File: src/logic/fltl_regs.svh
`ifndef FLTL_REGS_SVH
`define FLTL_REGS_SVH

// ----------------------------------------------------------------
// register offsets
// ----------------------------------------------------------------
`define FLTL_ADDR_LOG_CTRL 8'h47
`define FLTL_ADDR_UV_EN_LOW 8'h48
`define FLTL_ADDR_UV_OV_EN_MIXED 8'h49
`define FLTL_ADDR_OV_EN_UPPER 8'h4A
`define FLTL_ADDR_EW_EN_LOW 8'h4B
`define FLTL_ADDR_EW_EN_HIGH 8'h4C
`define FLTL_ADDR_LOG_UNLOCK 8'h5D
`define FLTL_ADDR_LOG_LAST 8'h0E

// ----------------------------------------------------------------
// field positions and codes
// ----------------------------------------------------------------
`define FLTL_UNLOCK_BIT 1
`define FLTL_MODE_OFF 2'h3
`define FLTL_MODE_FLAGS 2'h1
`define FLTL_MODE_CONV 2'h2
`define FLTL_LOG_FLAGS_LO 4'h1
`define FLTL_LOG_FLAGS_HI 4'h2
`define FLTL_LOG_CONV_FIRST 4'h3
`define FLTL_LOG_CONV_LAST 4'hE

// ----------------------------------------------------------------
// reset values
// ----------------------------------------------------------------
`define FLTL_RST_ENABLE 8'h00
`define FLTL_RST_MODE 2'h0

`endif

File: src/logic/fltl_pkg.sv
package fltl_pkg;

  // ----------------------------------------------------------------
  // carriers
  // ----------------------------------------------------------------
  typedef logic [11:0][9:0] fltl_conv_arr_t;

  typedef struct packed {
    logic wr;
    logic rd;
    logic [7:0] addr;
    logic [7:0] wdata;
  } fltl_cfg_req_t;

  typedef struct packed {
    logic valid;
    logic [7:0] rdata;
  } fltl_cfg_rsp_t;

  typedef enum logic [0:0] {
    FLTL_IDLE = 1'b0,
    FLTL_STORE = 1'b1
  } fltl_state_t;

endpackage

File: src/logic/fltl_trigger_bank.sv
// Behaviour
// overvoltage on inputs 1 to 3 starts a log when 49h bits 4 to 6 are set.
// bit 7 of 49h enables the overvoltage log for input 4.
// overvoltage on inputs 5 to 8 is gated by 4Ah bits 0 to 3.
// on the twelve-channel variant, inputs 9 to 12 use 4Ah bits 4 to 7.
// early-warning crossings on inputs 1 to 8 are gated by 4Bh bits 0 to 7.
// twelve-channel early warnings 9 to 12 use 4Ch bits 0 to 3; 7 to 4 idle.
// 47h[1:0] picks the log content: both, flags, conversions, or nothing.
// a log locks the store until software writes one to the unlock bit.
// 48h bits 0 to 7 gate undervoltage logs for inputs 1 to 8.
// each logged conversion keeps only its eight most significant bits.
`include "fltl_regs.svh"

module fltl_trigger_bank #(
  parameter bit TWELVE_CH = 1'b1
) (
  input wire logic mclk,
  input wire logic reset_n,
  input wire fltl_pkg::fltl_cfg_req_t cfg_req,
  output fltl_pkg::fltl_cfg_rsp_t cfg_rsp,
  input wire logic [11:0] monitored_input_ov,
  input wire logic [11:0] monitored_input_uv,
  input wire logic [11:0] monitored_input_ew,
  input wire fltl_pkg::fltl_conv_arr_t monitored_input_conv,
  output logic fault_log_trigger,
  output logic log_locked,
  output logic log_busy
);

  // ----------------------------------------------------------------
  // configuration registers
  // ----------------------------------------------------------------
  logic [1:0] log_ctrl_reg;
  logic [7:0] uv_log_enable_low_reg, uv_ov_log_enable_mixed_reg;
  logic [7:0] ov_log_enable_upper_reg, early_warn_log_enable_low_reg;
  logic [3:0] early_warn_log_enable_high_reg;
  fltl_pkg::fltl_state_t state_reg;
  logic [3:0] idx_reg, last_reg;
  logic [11:0] snap_flags_reg;
  fltl_pkg::fltl_conv_arr_t snap_conv_reg;
  logic [7:0] addr_p1_reg, regdata_p1_reg, mem_rdata, mem_wdata;
  logic [11:0] ov_en, uv_en, ew_en, chan_mask, hit;
  logic lock_reg, rd_p1_reg, armed, trig_now, unlock_wr, mem_we;
  function automatic logic cfg_hit(input fltl_pkg::fltl_cfg_req_t r,
                                   input logic [7:0] a);
    cfg_hit = r.wr && (r.addr == a);
  endfunction
  // one log byte from the captured flags and conversions
  function automatic logic [7:0] log_byte(
    input logic [3:0] idx,
    input logic [11:0] flags,
    input fltl_pkg::fltl_conv_arr_t conv);
    log_byte = 8'h00;
    if (idx == `FLTL_LOG_FLAGS_LO) begin
      log_byte = flags[7:0];
    end else if (idx == `FLTL_LOG_FLAGS_HI) begin
      log_byte = {4'h0, flags[11:8]};
    end else begin
      for (int i = 0; i < 12; i++) begin
        if (idx == 4'(i + 3)) begin
          log_byte = conv[i][9:2];
        end
      end
    end
  endfunction
  // ----------------------------------------------------------------
  // register writes
  // ----------------------------------------------------------------
  // content select
  always_ff @(posedge mclk) begin
    if (!reset_n) begin
      log_ctrl_reg <= `FLTL_RST_MODE;
    end else if (cfg_hit(cfg_req, `FLTL_ADDR_LOG_CTRL)) begin
      log_ctrl_reg <= cfg_req.wdata[1:0];
    end
  end
  // enable bytes; 4Ch keeps only its low nibble
  always_ff @(posedge mclk) begin
    if (!reset_n) begin
      uv_log_enable_low_reg <= `FLTL_RST_ENABLE;
      uv_ov_log_enable_mixed_reg <= `FLTL_RST_ENABLE;
      ov_log_enable_upper_reg <= `FLTL_RST_ENABLE;
      early_warn_log_enable_low_reg <= `FLTL_RST_ENABLE;
      early_warn_log_enable_high_reg <= 4'h0;
    end else begin
      if (cfg_hit(cfg_req, `FLTL_ADDR_UV_EN_LOW)) begin
        uv_log_enable_low_reg <= cfg_req.wdata;
      end
      if (cfg_hit(cfg_req, `FLTL_ADDR_UV_OV_EN_MIXED)) begin
        uv_ov_log_enable_mixed_reg <= cfg_req.wdata;
      end
      if (cfg_hit(cfg_req, `FLTL_ADDR_OV_EN_UPPER)) begin
        ov_log_enable_upper_reg <= cfg_req.wdata;
      end
      if (cfg_hit(cfg_req, `FLTL_ADDR_EW_EN_LOW)) begin
        early_warn_log_enable_low_reg <= cfg_req.wdata;
      end
      // upper nibble idle
      if (cfg_hit(cfg_req, `FLTL_ADDR_EW_EN_HIGH)) begin
        early_warn_log_enable_high_reg <= cfg_req.wdata[3:0];
      end
    end
  end
  // ----------------------------------------------------------------
  // trigger decode
  // ----------------------------------------------------------------
  // inputs 1 to 3 at 49h[6:4]
  // input 4 at 49h[7]
  // inputs 5 to 8 at 4Ah[3:0]
  // inputs 9 to 12 at 4Ah[7:4]
  assign ov_en = {ov_log_enable_upper_reg, uv_ov_log_enable_mixed_reg[7:4]};
  // undervoltage gating
  assign uv_en = {uv_ov_log_enable_mixed_reg[3:0], uv_log_enable_low_reg};
  // early-warning gating
  assign ew_en = {early_warn_log_enable_high_reg,
                  early_warn_log_enable_low_reg};
  // eight-channel variant ignores inputs 9 to 12
  assign chan_mask = TWELVE_CH ? 12'hFFF : 12'h0FF;
  assign hit = ((monitored_input_ov & ov_en) | (monitored_input_uv & uv_en)
               | (monitored_input_ew & ew_en)) & chan_mask;
  // content 11 turns the logger off
  assign armed = (state_reg == fltl_pkg::FLTL_IDLE) && !lock_reg
                 && (log_ctrl_reg != `FLTL_MODE_OFF);
  assign trig_now = armed && (|hit);
  assign unlock_wr = cfg_hit(cfg_req, `FLTL_ADDR_LOG_UNLOCK)
                     && cfg_req.wdata[`FLTL_UNLOCK_BIT];
  // ----------------------------------------------------------------
  // lock and store sequence
  // ----------------------------------------------------------------
  // lock on trigger, a trigger wins over unlock
  always_ff @(posedge mclk) begin
    if (!reset_n) begin
      lock_reg <= 1'b0;
    end else if (trig_now) begin
      lock_reg <= 1'b1;
    end else if (unlock_wr) begin
      lock_reg <= 1'b0;
    end
  end
  // snapshot at the trigger so a moving input cannot tear the log
  always_ff @(posedge mclk) begin
    if (!reset_n) begin
      snap_flags_reg <= 12'h000;
      snap_conv_reg <= '0;
    end else if (trig_now) begin
      snap_flags_reg <= (monitored_input_ov | monitored_input_uv
                         | monitored_input_ew) & chan_mask;
      snap_conv_reg <= monitored_input_conv;
    end
  end
  // byte range from the content select
  always_ff @(posedge mclk) begin
    if (!reset_n) begin
      state_reg <= fltl_pkg::FLTL_IDLE;
      idx_reg <= 4'h0;
      last_reg <= 4'h0;
    end else begin
      case (state_reg)
        fltl_pkg::FLTL_IDLE: begin
          if (trig_now) begin
            state_reg <= fltl_pkg::FLTL_STORE;
            idx_reg <= (log_ctrl_reg == `FLTL_MODE_CONV) ?
                       `FLTL_LOG_CONV_FIRST : `FLTL_LOG_FLAGS_LO;
            last_reg <= (log_ctrl_reg == `FLTL_MODE_FLAGS) ?
                        `FLTL_LOG_FLAGS_HI : `FLTL_LOG_CONV_LAST;
          end
        end
        fltl_pkg::FLTL_STORE: begin
          if (idx_reg == last_reg) begin
            state_reg <= fltl_pkg::FLTL_IDLE;
          end
          idx_reg <= idx_reg + 4'h1;
        end
        default: begin
          state_reg <= fltl_pkg::FLTL_IDLE;
        end
      endcase
    end
  end
  // conversions stored as top eight bits
  assign mem_we = (state_reg == fltl_pkg::FLTL_STORE);
  assign mem_wdata = log_byte(idx_reg, snap_flags_reg, snap_conv_reg);
  fltl_log_mem u_log_mem (
    .mclk(mclk),
    .we(mem_we),
    .waddr(idx_reg),
    .wdata(mem_wdata),
    .raddr(cfg_req.addr[3:0]),
    .rdata(mem_rdata)
  );
  // ----------------------------------------------------------------
  // read path and status outputs
  // ----------------------------------------------------------------
  // first stage latches the register view, memory reads in parallel
  always_ff @(posedge mclk) begin
    if (!reset_n) begin
      rd_p1_reg <= 1'b0;
      addr_p1_reg <= 8'h00;
      regdata_p1_reg <= 8'h00;
    end else begin
      rd_p1_reg <= cfg_req.rd;
      addr_p1_reg <= cfg_req.addr;
      case (cfg_req.addr)
        `FLTL_ADDR_LOG_CTRL: regdata_p1_reg <= {6'h00, log_ctrl_reg};
        `FLTL_ADDR_UV_EN_LOW: regdata_p1_reg <= uv_log_enable_low_reg;
        `FLTL_ADDR_UV_OV_EN_MIXED:
          regdata_p1_reg <= uv_ov_log_enable_mixed_reg;
        `FLTL_ADDR_OV_EN_UPPER: regdata_p1_reg <= ov_log_enable_upper_reg;
        `FLTL_ADDR_EW_EN_LOW:
          regdata_p1_reg <= early_warn_log_enable_low_reg;
        `FLTL_ADDR_EW_EN_HIGH:
          regdata_p1_reg <= {4'h0, early_warn_log_enable_high_reg};
        `FLTL_ADDR_LOG_UNLOCK: regdata_p1_reg <= {7'h00, lock_reg};
        default: regdata_p1_reg <= 8'h00;
      endcase
    end
  end
  // second stage answers; unmapped addresses above 0Eh read zero
  always_ff @(posedge mclk) begin
    if (!reset_n) begin
      cfg_rsp <= '0;
    end else begin
      cfg_rsp.valid <= rd_p1_reg;
      cfg_rsp.rdata <= (addr_p1_reg <= `FLTL_ADDR_LOG_LAST) ?
                       mem_rdata : regdata_p1_reg;
    end
  end
  // status flops
  always_ff @(posedge mclk) begin
    if (!reset_n) begin
      fault_log_trigger <= 1'b0;
      log_locked <= 1'b0;
      log_busy <= 1'b0;
    end else begin
      fault_log_trigger <= trig_now;
      log_locked <= lock_reg || trig_now;
      log_busy <= trig_now || (mem_we && (idx_reg != last_reg));
    end
  end
endmodule

File: src/logic/fltl_log_mem.sv
// small log store, one write port and one registered read port
module fltl_log_mem (
  input wire logic mclk,
  input wire logic we,
  input wire logic [3:0] waddr,
  input wire logic [7:0] wdata,
  input wire logic [3:0] raddr,
  output logic [7:0] rdata
);

  logic [7:0] mem [0:15];

  // write port, no reset: contents survive like the nonvolatile log
  always_ff @(posedge mclk) begin
    if (we) begin
      mem[waddr] <= wdata;
    end
  end

  // registered read
  always_ff @(posedge mclk) begin
    rdata <= mem[raddr];
  end

endmodule

File: config.mk
export PLATFORM = sky130hd
export DESIGN_NAME = fltl_trigger_bank
export DESIGN_NICKNAME = d
export VERILOG_FILES = /design/src/logic/fltl_pkg.sv /design/src/logic/fltl_trigger_bank.sv /design/src/logic/fltl_log_mem.sv
export VERILOG_INCLUDE_DIRS = /design/src /design/src/logic
export SDC_FILE = /design/constraint.sdc
export NUM_CORES = 1
export LEC_CHECK = 0
export ABC_CLOCK_PERIOD_IN_PS = 7960
export BUFFER_PORTS_ARGS = -buffer_cell sky130_fd_sc_hd__buf_2
export CELL_PAD_IN_SITES_DETAIL_PLACEMENT = 1
export CELL_PAD_IN_SITES_GLOBAL_PLACEMENT = 2
export CORE_AREA = 5 5 193 195
export CTS_BUF_LIST = sky130_fd_sc_hd__clkbuf_4 sky130_fd_sc_hd__clkbuf_8
export DETAILED_ROUTE_END_ITERATION = 12
export DIE_AREA = 0 0 198 200
export GPL_TIMING_DRIVEN = 0
export PLACE_DENSITY = 0.82
export SYNTH_ARGS = -nofsm -noshare
export SYNTH_HDL_FRONTEND = slang
export SYNTH_SLANG_ARGS = --single-unit
File: constraint.sdc
create_clock -name mclk -period 7.96 [get_ports mclk]
set_input_delay 1.592 -clock mclk [delete_from_list [all_inputs] [get_ports mclk]]
set_output_delay 1.592 -clock mclk [all_outputs]
set_load 0.01 [all_outputs]
==> results.py, run 1 <==
metrics = {
    "power_and_ir_drop": {
        "power.leakage_uw": 0.005808,
        "ir_drop_mv": 0.1505,
        "power_density_nw_per_um2": 210.8,
    },
    "synthesis": {
        "syn_nets": 1452,
        "synth_seq_area_share_pct": 54.96,
        "ys_types": 67,
        "syn_area_sq_um": 13950,
        "yosys-top-cells-area": "edfxtp_1 (28%), dfxtp_1 (27%), nand2_1 (8.7%)",
        "yosysTopAreaCell": "edfxtp_1",
        "synth-edff-count": 128,
        "yosys_warnings": 0,
        "async_reset_ff_share_pct": 0,
        "avgSynthCellArea_sq_um": 10.97,
        "synth_top_area_share_pct": 27.55,
        "netlist_instances": 1272,
        "ys_ff_latch": 319,
        "synth_ff_type": "dfxtp_1",
    },
    "cts": {
        "ctsHoldBuffers": 0,
        "cts_sinks": 319,
        "root_buffer": "clkbuf_8",
        "numCtsBuffers": 54,
        "cts_resized": 0,
        "clkLatencyLatePin_ns": 0.62,
        "cts_tree": "built",
        "cts_max_level": 2,
        "clk_pin_slew_ns": 0.06,
        "cts_max_path_buffers": 3,
        "post-cts-setup-buffers": 0,
    },
    "routing": {
        "viasPerCell": 5.414,
        "drt_iter0_markers": 679,
        "wirelength_mm": 45.37,
        "drt_drc_violations_left": 0,
        "dr.pass1.iters": 6,
        "route.antenna.remaining_nets": 0,
        "wl_per_cell_um": 22.70,
        "vias": 10820,
    },
    "cells_and_area": {
        "layout-drive-gt1-share_pct": 22.11,
        "fin_area_sq_um": 16510,
        "final_common_cell": "nand2_1",
        "finish.utilization_pct": 46.88,
        "nNetsFinal": 1673,
        "largest_reg_flops": 128,
        "diodes": 0,
        "final_cell_mix": "nand2_1 (324), dfxtp_1 (191), buf_2 (178)",
        "final_cells": 1999,
        "syn2layout_area_growth_pct": 18.38,
    },
    "floorplanning": {
        "start_util_pct": 39.60,
        "die_area_sq_um": 39600,
        "fp.dieH_um": 200,
        "core_sq_um": 35220,
        "io_pins": 188,
        "rows": 69,
        "die_w_um": 198,
    },
    "sta": {
        "slew_viol_final": 0,
        "post-route-min-period_ns": 3.865,
        "fin_setup_tns_ns": 0,
        "min_period_over_period_pct": 48.55,
        "fin_skew_ns": 0.03669,
        "max_slew.worst_pin.slew_ns": 1.154,
        "hold_viol_final": 0,
        "rsz0062_at_grt": "no",
        "setup_viol": 0,
        "timing.final.ws_setup_ns": 4.095,
        "max-slew-margin-rel_pct": 22.76,
        "fmax_mhz": 258.7,
    },
    "placement": {
        "dp_hpwl_mm": 34.36,
        "globalplace.congestion": 0.9449,
        "port_buffers": 161,
        "postPlaceCellArea_sq_um": 15360,
        "pre_cts_ws_ns": 4.021,
        "dp_cells": 1897,
    },
    "setup_path": {
        "crit_path_start_kind": "register",
        "crit_chain": "inv_1 > ha_1 > clkbuf_1 > buf_1 > nand2_1 > o21ai_0 > o2bb2ai_1 > o221ai_1 > nor2_1",
        "slowest_delay_ns": 0.83,
        "crit_required_ns": 8.22,
        "worstPathArrival_ns": 4.12,
        "worstSetupPathType": "register to register",
        "cpMaxStageDelayCell": "nor2_1",
        "end_kind": "register",
        "critPathMaxFanout": 16,
    },
    "grt": {
        "grt_antenna_before_repair": 0,
        "track_usage_pct": 22.76,
        "grt_pass1_vias": 11640,
        "grt_max_degree": 17,
        "grt_overflow": 0,
        "grt_pass1_wl_mm": 69.05,
    },
    "hold_path": {
        "hp-class": "register to register",
    },
    "outcome": {
        "status": "finished clean",
    },
    "flow_run": {
        "cap_violations": 0,
    },
}
layout make-up:
class                           count  area (sq um)
Inverter                           14         52.55
Multi-Input combinational cell    847          5818
Timing Repair Buffer              165         839.6
Clock inverter                     11         83.83
Sequential cell                   319          7667
Tap cell                          461         576.8
Buffer                             92         411.6
Clock buffer                       90          1064
Fill cell                        3954         18710
cell families after synthesis:
kind of cell	Yosys count	synth area share (%)
muxes	162	15.58
DFF	319	54.96
AOI/OAI and AO/OA	212	10.70
buffers and inverters	106	3.328
and+or+nand+nor	467	14.94
xor gates and xnor gates	2	0.1256
adders and majority gates	4	0.3588
through the flow:
stage,hold slack [ns],power [uW]
final,0.4527,3481
after global routing,0.4814,3607
after CTS,0.4614,3516
after detailed placement,0.4347,1973
after global placement,0.4185,1969
after floorplan,0.4119,1866
where the power goes:
part | total (uW) | internal (uW) | leakage [uW] | switching (uW)
Sequential | 1720 | 1710 | 0.00270 | 11.0
Combinational | 216 | 87.1 | 0.00250 | 129
Clock | 1540 | 873 | 0.000608 | 672
Total | 3480 | 2670 | 0.00581 | 812
Yosys cell counts, types with 6 or more instances:
cell,n
buf_2,17
mux4_2,44
mux2i_1,117
edfxtp_1,128
a221oi_1,8
nand2_1,324
a22oi_1,22
o21ai_0,23
nand2b_1,9
nor2b_1,18
and2_1,15
nand3_1,23
o31ai_1,13
a21boi_1,8
nor2_1,31
a31oi_1,10
o21a_1,8
o22ai_1,11
a21oi_1,32
and3_1,6
inv_1,14
o221ai_1,7
a21boi_0,31
clkbuf_1,61
buf_1,6
dfxtp_1,191
path summary, 6_finish.rpt:
path,from,to,slack (ns),cells after the start
hold / removal,rd_p1_reg,cfg_rsp[8],0.45,1
setup / recovery,idx_reg[1],u_log_mem.mem[0][2],4.10,9
hold reg to reg,rd_p1_reg,cfg_rsp[8],0.45,1
setup reg to reg,idx_reg[1],u_log_mem.mem[0][2],4.10,9
routing by layer:
layer	vias to the layer above	global-route usage (%)	part of all wire [%]
li1	5049	-	-
met1	5367	30.40	43
met2	316	38.54	49
met3	91	3.491	4.9
met4	0	7.065	3.0
met5	-	0	0
critical path, delay by kind of cell (launching register included):
family / cells / cell delay [ns]
and+or+nand+nor: 2 / 0.93
adders and majority gates: 1 / 0.36
buffers and inverters: 3 / 1.15
AOI/OAI and AO/OA: 3 / 0.70
DFF: 1 / 0.38
(Power assumes the default switching activity.)
==> inputs of run 2 (changes only) <==
ABC_CLOCK_PERIOD_IN_PS = 3300   (was 7960)
CORE_AREA = 5 5 206 208   (was 5 5 193 195)
DIE_AREA = 0 0 211 213   (was 0 0 198 200)
PLACE_DENSITY = 0.76   (was 0.82)
clock period = 3.3 ns   (was 7.96 ns; I/O delays follow)
==> results.py, run 2 (synthesis gave the netlist of run 1 again) <==
metrics = {
    "outcome": {
        "status": "finished clean",
    },
    "routing": {
        "route.antenna.remaining_nets": 0,
        "drt_drc_violations_left": 0,
        "dr.pass1.iters": 5,
        "wl_per_cell_um": 22.79,
        "drt_iter0_markers": 713,
        "viasPerCell": 5.260,
        "vias": 10880,
        "wirelength_mm": 47.15,
    },
    "power_and_ir_drop": {
        "switching_power_uw": 1990,
        "seq_power_share_pct": 48.5,
        "p_total_uw": 8550,
        "power.switching_fraction_pct": 23.27,
        "power_frac_clock_pct": 45.3,
        "power_frac_comb_pct": 6.2,
        "power_density_nw_per_um2": 512.6,
        "ir_drop_mv": 0.2498,
        "p_int_uw": 6560,
        "power.leakage_uw": 0.005852,
    },
    "sta": {
        "post-route-min-period_ns": 3.224,
        "rsz0062_at_grt": "no",
        "slew_viol_final": 0,
        "fin_setup_tns_ns": 0,
        "hold_viol_final": 0,
        "min_period_over_period_pct": 97.71,
        "max-slew-margin-rel_pct": 37.10,
        "fin_skew_ns": 0.03008,
        "setup_viol": 0,
        "max_slew.worst_pin.slew_ns": 0.9400,
        "fmax_mhz": 310.1,
    },
    "cells_and_area": {
        "multi_input_area_sq_um": 5843,
        "seqCellArea_sq_um": 7667,
        "final_cell_mix": "nand2_1 (324), dfxtp_1 (191), buf_2 (179)",
        "largest_reg_flops": 128,
        "layout-drive-gt1-share_pct": 22.71,
        "diodes": 0,
        "final_common_cell": "nand2_1",
        "syn2layout_area_growth_pct": 19.58,
        "nNetsFinal": 1673,
        "fillCellCount": 4567,
    },
    "cts": {
        "clk_pin_slew_ns": 0.07,
        "cts_tree": "built",
        "cts_sinks": 319,
        "root_buffer": "clkbuf_8",
        "numCtsBuffers": 54,
        "clkLatencyLatePin_ns": 0.63,
        "cts_max_level": 2,
        "cts_max_path_buffers": 3,
    },
    "floorplanning": {
        "io_pins": 188,
        "die_w_um": 211,
        "start_util_pct": 34.56,
        "die_area_sq_um": 44940,
        "rows": 74,
        "core_sq_um": 40370,
        "fp.dieH_um": 213,
    },
    "grt": {
        "grt_pass1_wl_mm": 71.66,
        "grt_max_degree": 17,
        "grt_antenna_before_repair": 1,
        "grt_overflow": 0,
        "track_usage_pct": 20.85,
        "grt_pass1_vias": 11810,
    },
    "setup_path": {
        "crit_required_ns": 3.66,
        "worstPathArrival_ns": 3.58,
        "end_kind": "register",
        "crit_path_start_kind": "register",
        "critPathMaxFanout": 16,
        "worstSetupPathType": "register to register",
    },
    "placement": {
        "port_buffers": 161,
        "globalplace.congestion": 0.9103,
        "dp_hpwl_mm": 35.78,
    },
    "hold_path": {
        "hp-class": "input pin to register",
    },
    "flow_run": {
        "cap_violations": 0,
    },
}
-- run 2: cell count changes in the layout (fill, tap and decap cells not counted), moves of 2 or more --
cell / change
clkinv_2: +5
nor2_4: +3
clkinv_1: -3
nor2_1: -4
clkbuf_1: -2
clkbuf_4: -11
clkbuf_2: +2
clkbuf_8: +7
-- run 2: final timing paths --
kind | from | to | slack [ns] | cells after the start
worst max-delay path | idx_reg[1] | u_log_mem.mem[4][2] | 0.08 | 9
worst min-delay path | cfg_req[16] | rd_p1_reg | 0.27 | 2
worst max register to register | idx_reg[1] | u_log_mem.mem[4][2] | 0.08 | 9
worst min register to register | rd_p1_reg | cfg_rsp[8] | 0.45 | 1
-- run 2: timing repair --
item | in CTS | in global routing
buffers inserted | 1 | 0
resized for setup | 6 | 6
pin swaps | 1 | 0
hold endpoints to repair | 0 | 0
cloned | 0 | 0
hold buffers | 0 | 0
setup endpoints to repair | 64 | 75
-- run 2: stage by stage --
step	cells	util, %	hold WS (ns)	setup slack, ns	area [sq um]
2_1_floorplan	1272	-	0.4119	0.7503	13950
3_5_place_dp	1968	38.26	0.4349	-0.6354	15440
4_1_cts	2069	41.30	0.2264	0.01016	16670
3_3_place_gp	1965	38.20	0.4205	-0.9822	15420
5_1_grt	2069	41.32	0.2448	0.02971	16680
6_report	2069	41.32	0.2732	0.07559	16680
-- run 2: cell type report --
cell class / instances / area share, %
multi-input combinational: 847 / 35.03
tap: 532 / 3.990
timing repair buffer: 165 / 5.011
clock inverter: 14 / 0.7426
buffer: 92 / 2.490
sequential: 319 / 45.96
inverter: 14 / 0.3150
clock buffer: 86 / 6.458
-- run 2: power by group through the flow --
stage	registers [uW]	clock network, uW	logic (uW)
floorplan	4220	0	276
global placement	4230	0	521
detailed placement	4240	0	530
CTS	4150	3960	536
global route	4150	4140	578
finish	4150	3870	530
-- run 2: routing by layer --
layer	wire length, um	vias up	part of all wire (%)	global-route usage, %
li1	-	5057	-	-
met1	19400	5387	41	26.52
met2	23820	365	51	36.72
met3	2847	72	6.0	3.835
met4	1072	2	2.3	5.477
met5	8	-	0.017	0
-- run 2: worst max-delay path, cell delays in order, from the launching register on --
cell and delay (ns):
dfxtp_1 0.37, inv_1 0.12, ha_1 0.34, clkbuf_1 0.46, buf_2 0.38, nand2_1 0.09
o21ai_0 0.19, o2bb2ai_1 0.26, o221ai_1 0.30, nor2_4 0.41
==> inputs of run 3 (changes only) <==
PLACE_DENSITY = not set   (was 0.76)
PLACE_DENSITY_LB_ADDON = 0.1   (was not set)
==> results.py, run 3 (synthesis gave the netlist of run 1 again) <==
metrics = {
    "cts": {
        "cts_tree": "built",
        "cts_max_path_buffers": 3,
        "clkLatencyLatePin_ns": 0.65,
        "ctsHoldBuffers": 0,
        "cts_sinks": 319,
        "cts_max_level": 2,
        "numCtsBuffers": 55,
        "clk_pin_slew_ns": 0.06,
        "root_buffer": "clkbuf_8",
    },
    "sta": {
        "max_slew.worst_pin.slew_ns": 1.129,
        "rsz0062_at_grt": "no",
        "setup_viol": 0,
        "hold_slack_ns": 0.2373,
        "fin_skew_ns": 0.02870,
        "post-route-min-period_ns": 3.214,
        "min_period_over_period_pct": 97.38,
        "max-slew-margin-rel_pct": 24.75,
        "fin_setup_tns_ns": 0,
        "hold_viol_final": 0,
        "fmax_mhz": 311.2,
        "slew_viol_final": 0,
    },
    "outcome": {
        "status": "finished clean",
    },
    "power_and_ir_drop": {
        "power_density_nw_per_um2": 501.7,
        "ir_drop_mv": 0.2570,
        "power.leakage_uw": 0.005802,
        "p_total_uw": 8318,
    },
    "cells_and_area": {
        "nNetsFinal": 1674,
        "layout-drive-gt1-share_pct": 22.13,
        "syn2layout_area_growth_pct": 18.86,
        "final_common_cell": "nand2_1",
        "largest_reg_flops": 128,
        "final_cell_mix": "nand2_1 (324), dfxtp_1 (191), buf_2 (179)",
        "diodes": 0,
    },
    "routing": {
        "wl_per_cell_um": 22.80,
        "route.antenna.remaining_nets": 0,
        "drt_drc_violations_left": 0,
        "dr.pass1.iters": 5,
        "vias": 10710,
        "drt_iter0_markers": 546,
        "viasPerCell": 5.166,
        "wirelength_mm": 47.27,
    },
    "floorplanning": {
        "die_area_sq_um": 44940,
        "die_w_um": 211,
        "io_pins": 188,
        "core_sq_um": 40370,
        "fp.dieH_um": 213,
        "start_util_pct": 34.56,
        "rows": 74,
    },
    "grt": {
        "track_usage_pct": 20.93,
        "grt_max_degree": 17,
        "grt_overflow": 0,
        "grt_pass1_wl_mm": 71.18,
        "grt_pass1_vias": 11610,
        "grt_antenna_before_repair": 2,
    },
    "setup_path": {
        "slowest_delay_ns": 0.63,
        "worstSetupPathType": "register to register",
        "cp.depth": 7,
        "crit_chain": "ha_1 > clkbuf_1 > clkbuf_1 > o21ai_0 > a221oi_1 > o21ai_0 > a221o_1",
        "worstPathArrival_ns": 3.50,
        "crit_required_ns": 3.58,
        "r2r_cells": 7,
        "crit_path_start_kind": "register",
        "cpMaxStageDelayCell": "a221o_1",
        "worst-path-buf-inv": 2,
        "critPathMaxFanout": 16,
        "critical-path-top-delay-family": "compound AO/OA/AOI/OAI gates",
        "end_kind": "register",
    },
    "flow_run": {
        "cap_violations": 0,
    },
    "placement": {
        "dp_hpwl_mm": 35.81,
        "port_buffers": 161,
        "globalplace.congestion": 0.9095,
    },
    "hold_path": {
        "whs_path_depth": 2,
        "hp-class": "input pin to register",
    },
}
[run 3: stage by stage]
step / setup slack, ns / std cells / cell area, sq um / utilization (%)
2_1_floorplan: 0.7503 / 1272 / 13950 / -
5_1_grt: 0.003718 / 2073 / 16580 / 41.07
6_report: 0.08630 / 2073 / 16580 / 41.07
3_3_place_gp: -0.9924 / 1965 / 15420 / 38.20
3_5_place_dp: -0.7290 / 1968 / 15440 / 38.26
4_1_cts: 0.1151 / 2073 / 16580 / 41.07
[run 3: final cells by class]
cell class / count / area [sq um]
well taps: 532 / 665.6
clock inverters: 32 / 193.9
repair buffers: 165 / 835.8
flip-flops and latches: 319 / 7667
fillers: 4526 / 23790
plain buffers: 92 / 415.4
clock buffers: 72 / 909.6
inverters: 14 / 52.55
multi-input cells: 847 / 5841
[run 3: repair_timing]
item / CTS / global route
pin swaps: 1 / 0
setup buffers: 1 / 0
setup endpoints to repair: 65 / 16
endpoints found under the hold margin: 0 / 0
resized for setup: 8 / 2
[run 3: power by group]
group	total (uW)	internal, uW	switching [uW]
clock	3640	1900	1740
combinational	530	210	320
sequential	4150	4120	24.3
total	8320	6240	2080
[run 3: final timing paths]
kind / slack (ns) / to / startpoint
max reg2reg: 0.09 / u_log_mem.mem[0][7] / idx_reg[1]
min: 0.24 / rd_p1_reg / cfg_req[16]
min reg2reg: 0.43 / cfg_rsp[8] / rd_p1_reg
max: 0.09 / u_log_mem.mem[0][7] / idx_reg[1]
[run 3: routing by layer]
layer	GRT usage, %	wire length, um	vias up
met2	35.69	23340	259
met3	3.335	2056	73
met5	0	0	-
li1	-	-	5054
met4	6.774	1200	0
met1	27.41	20670	5323
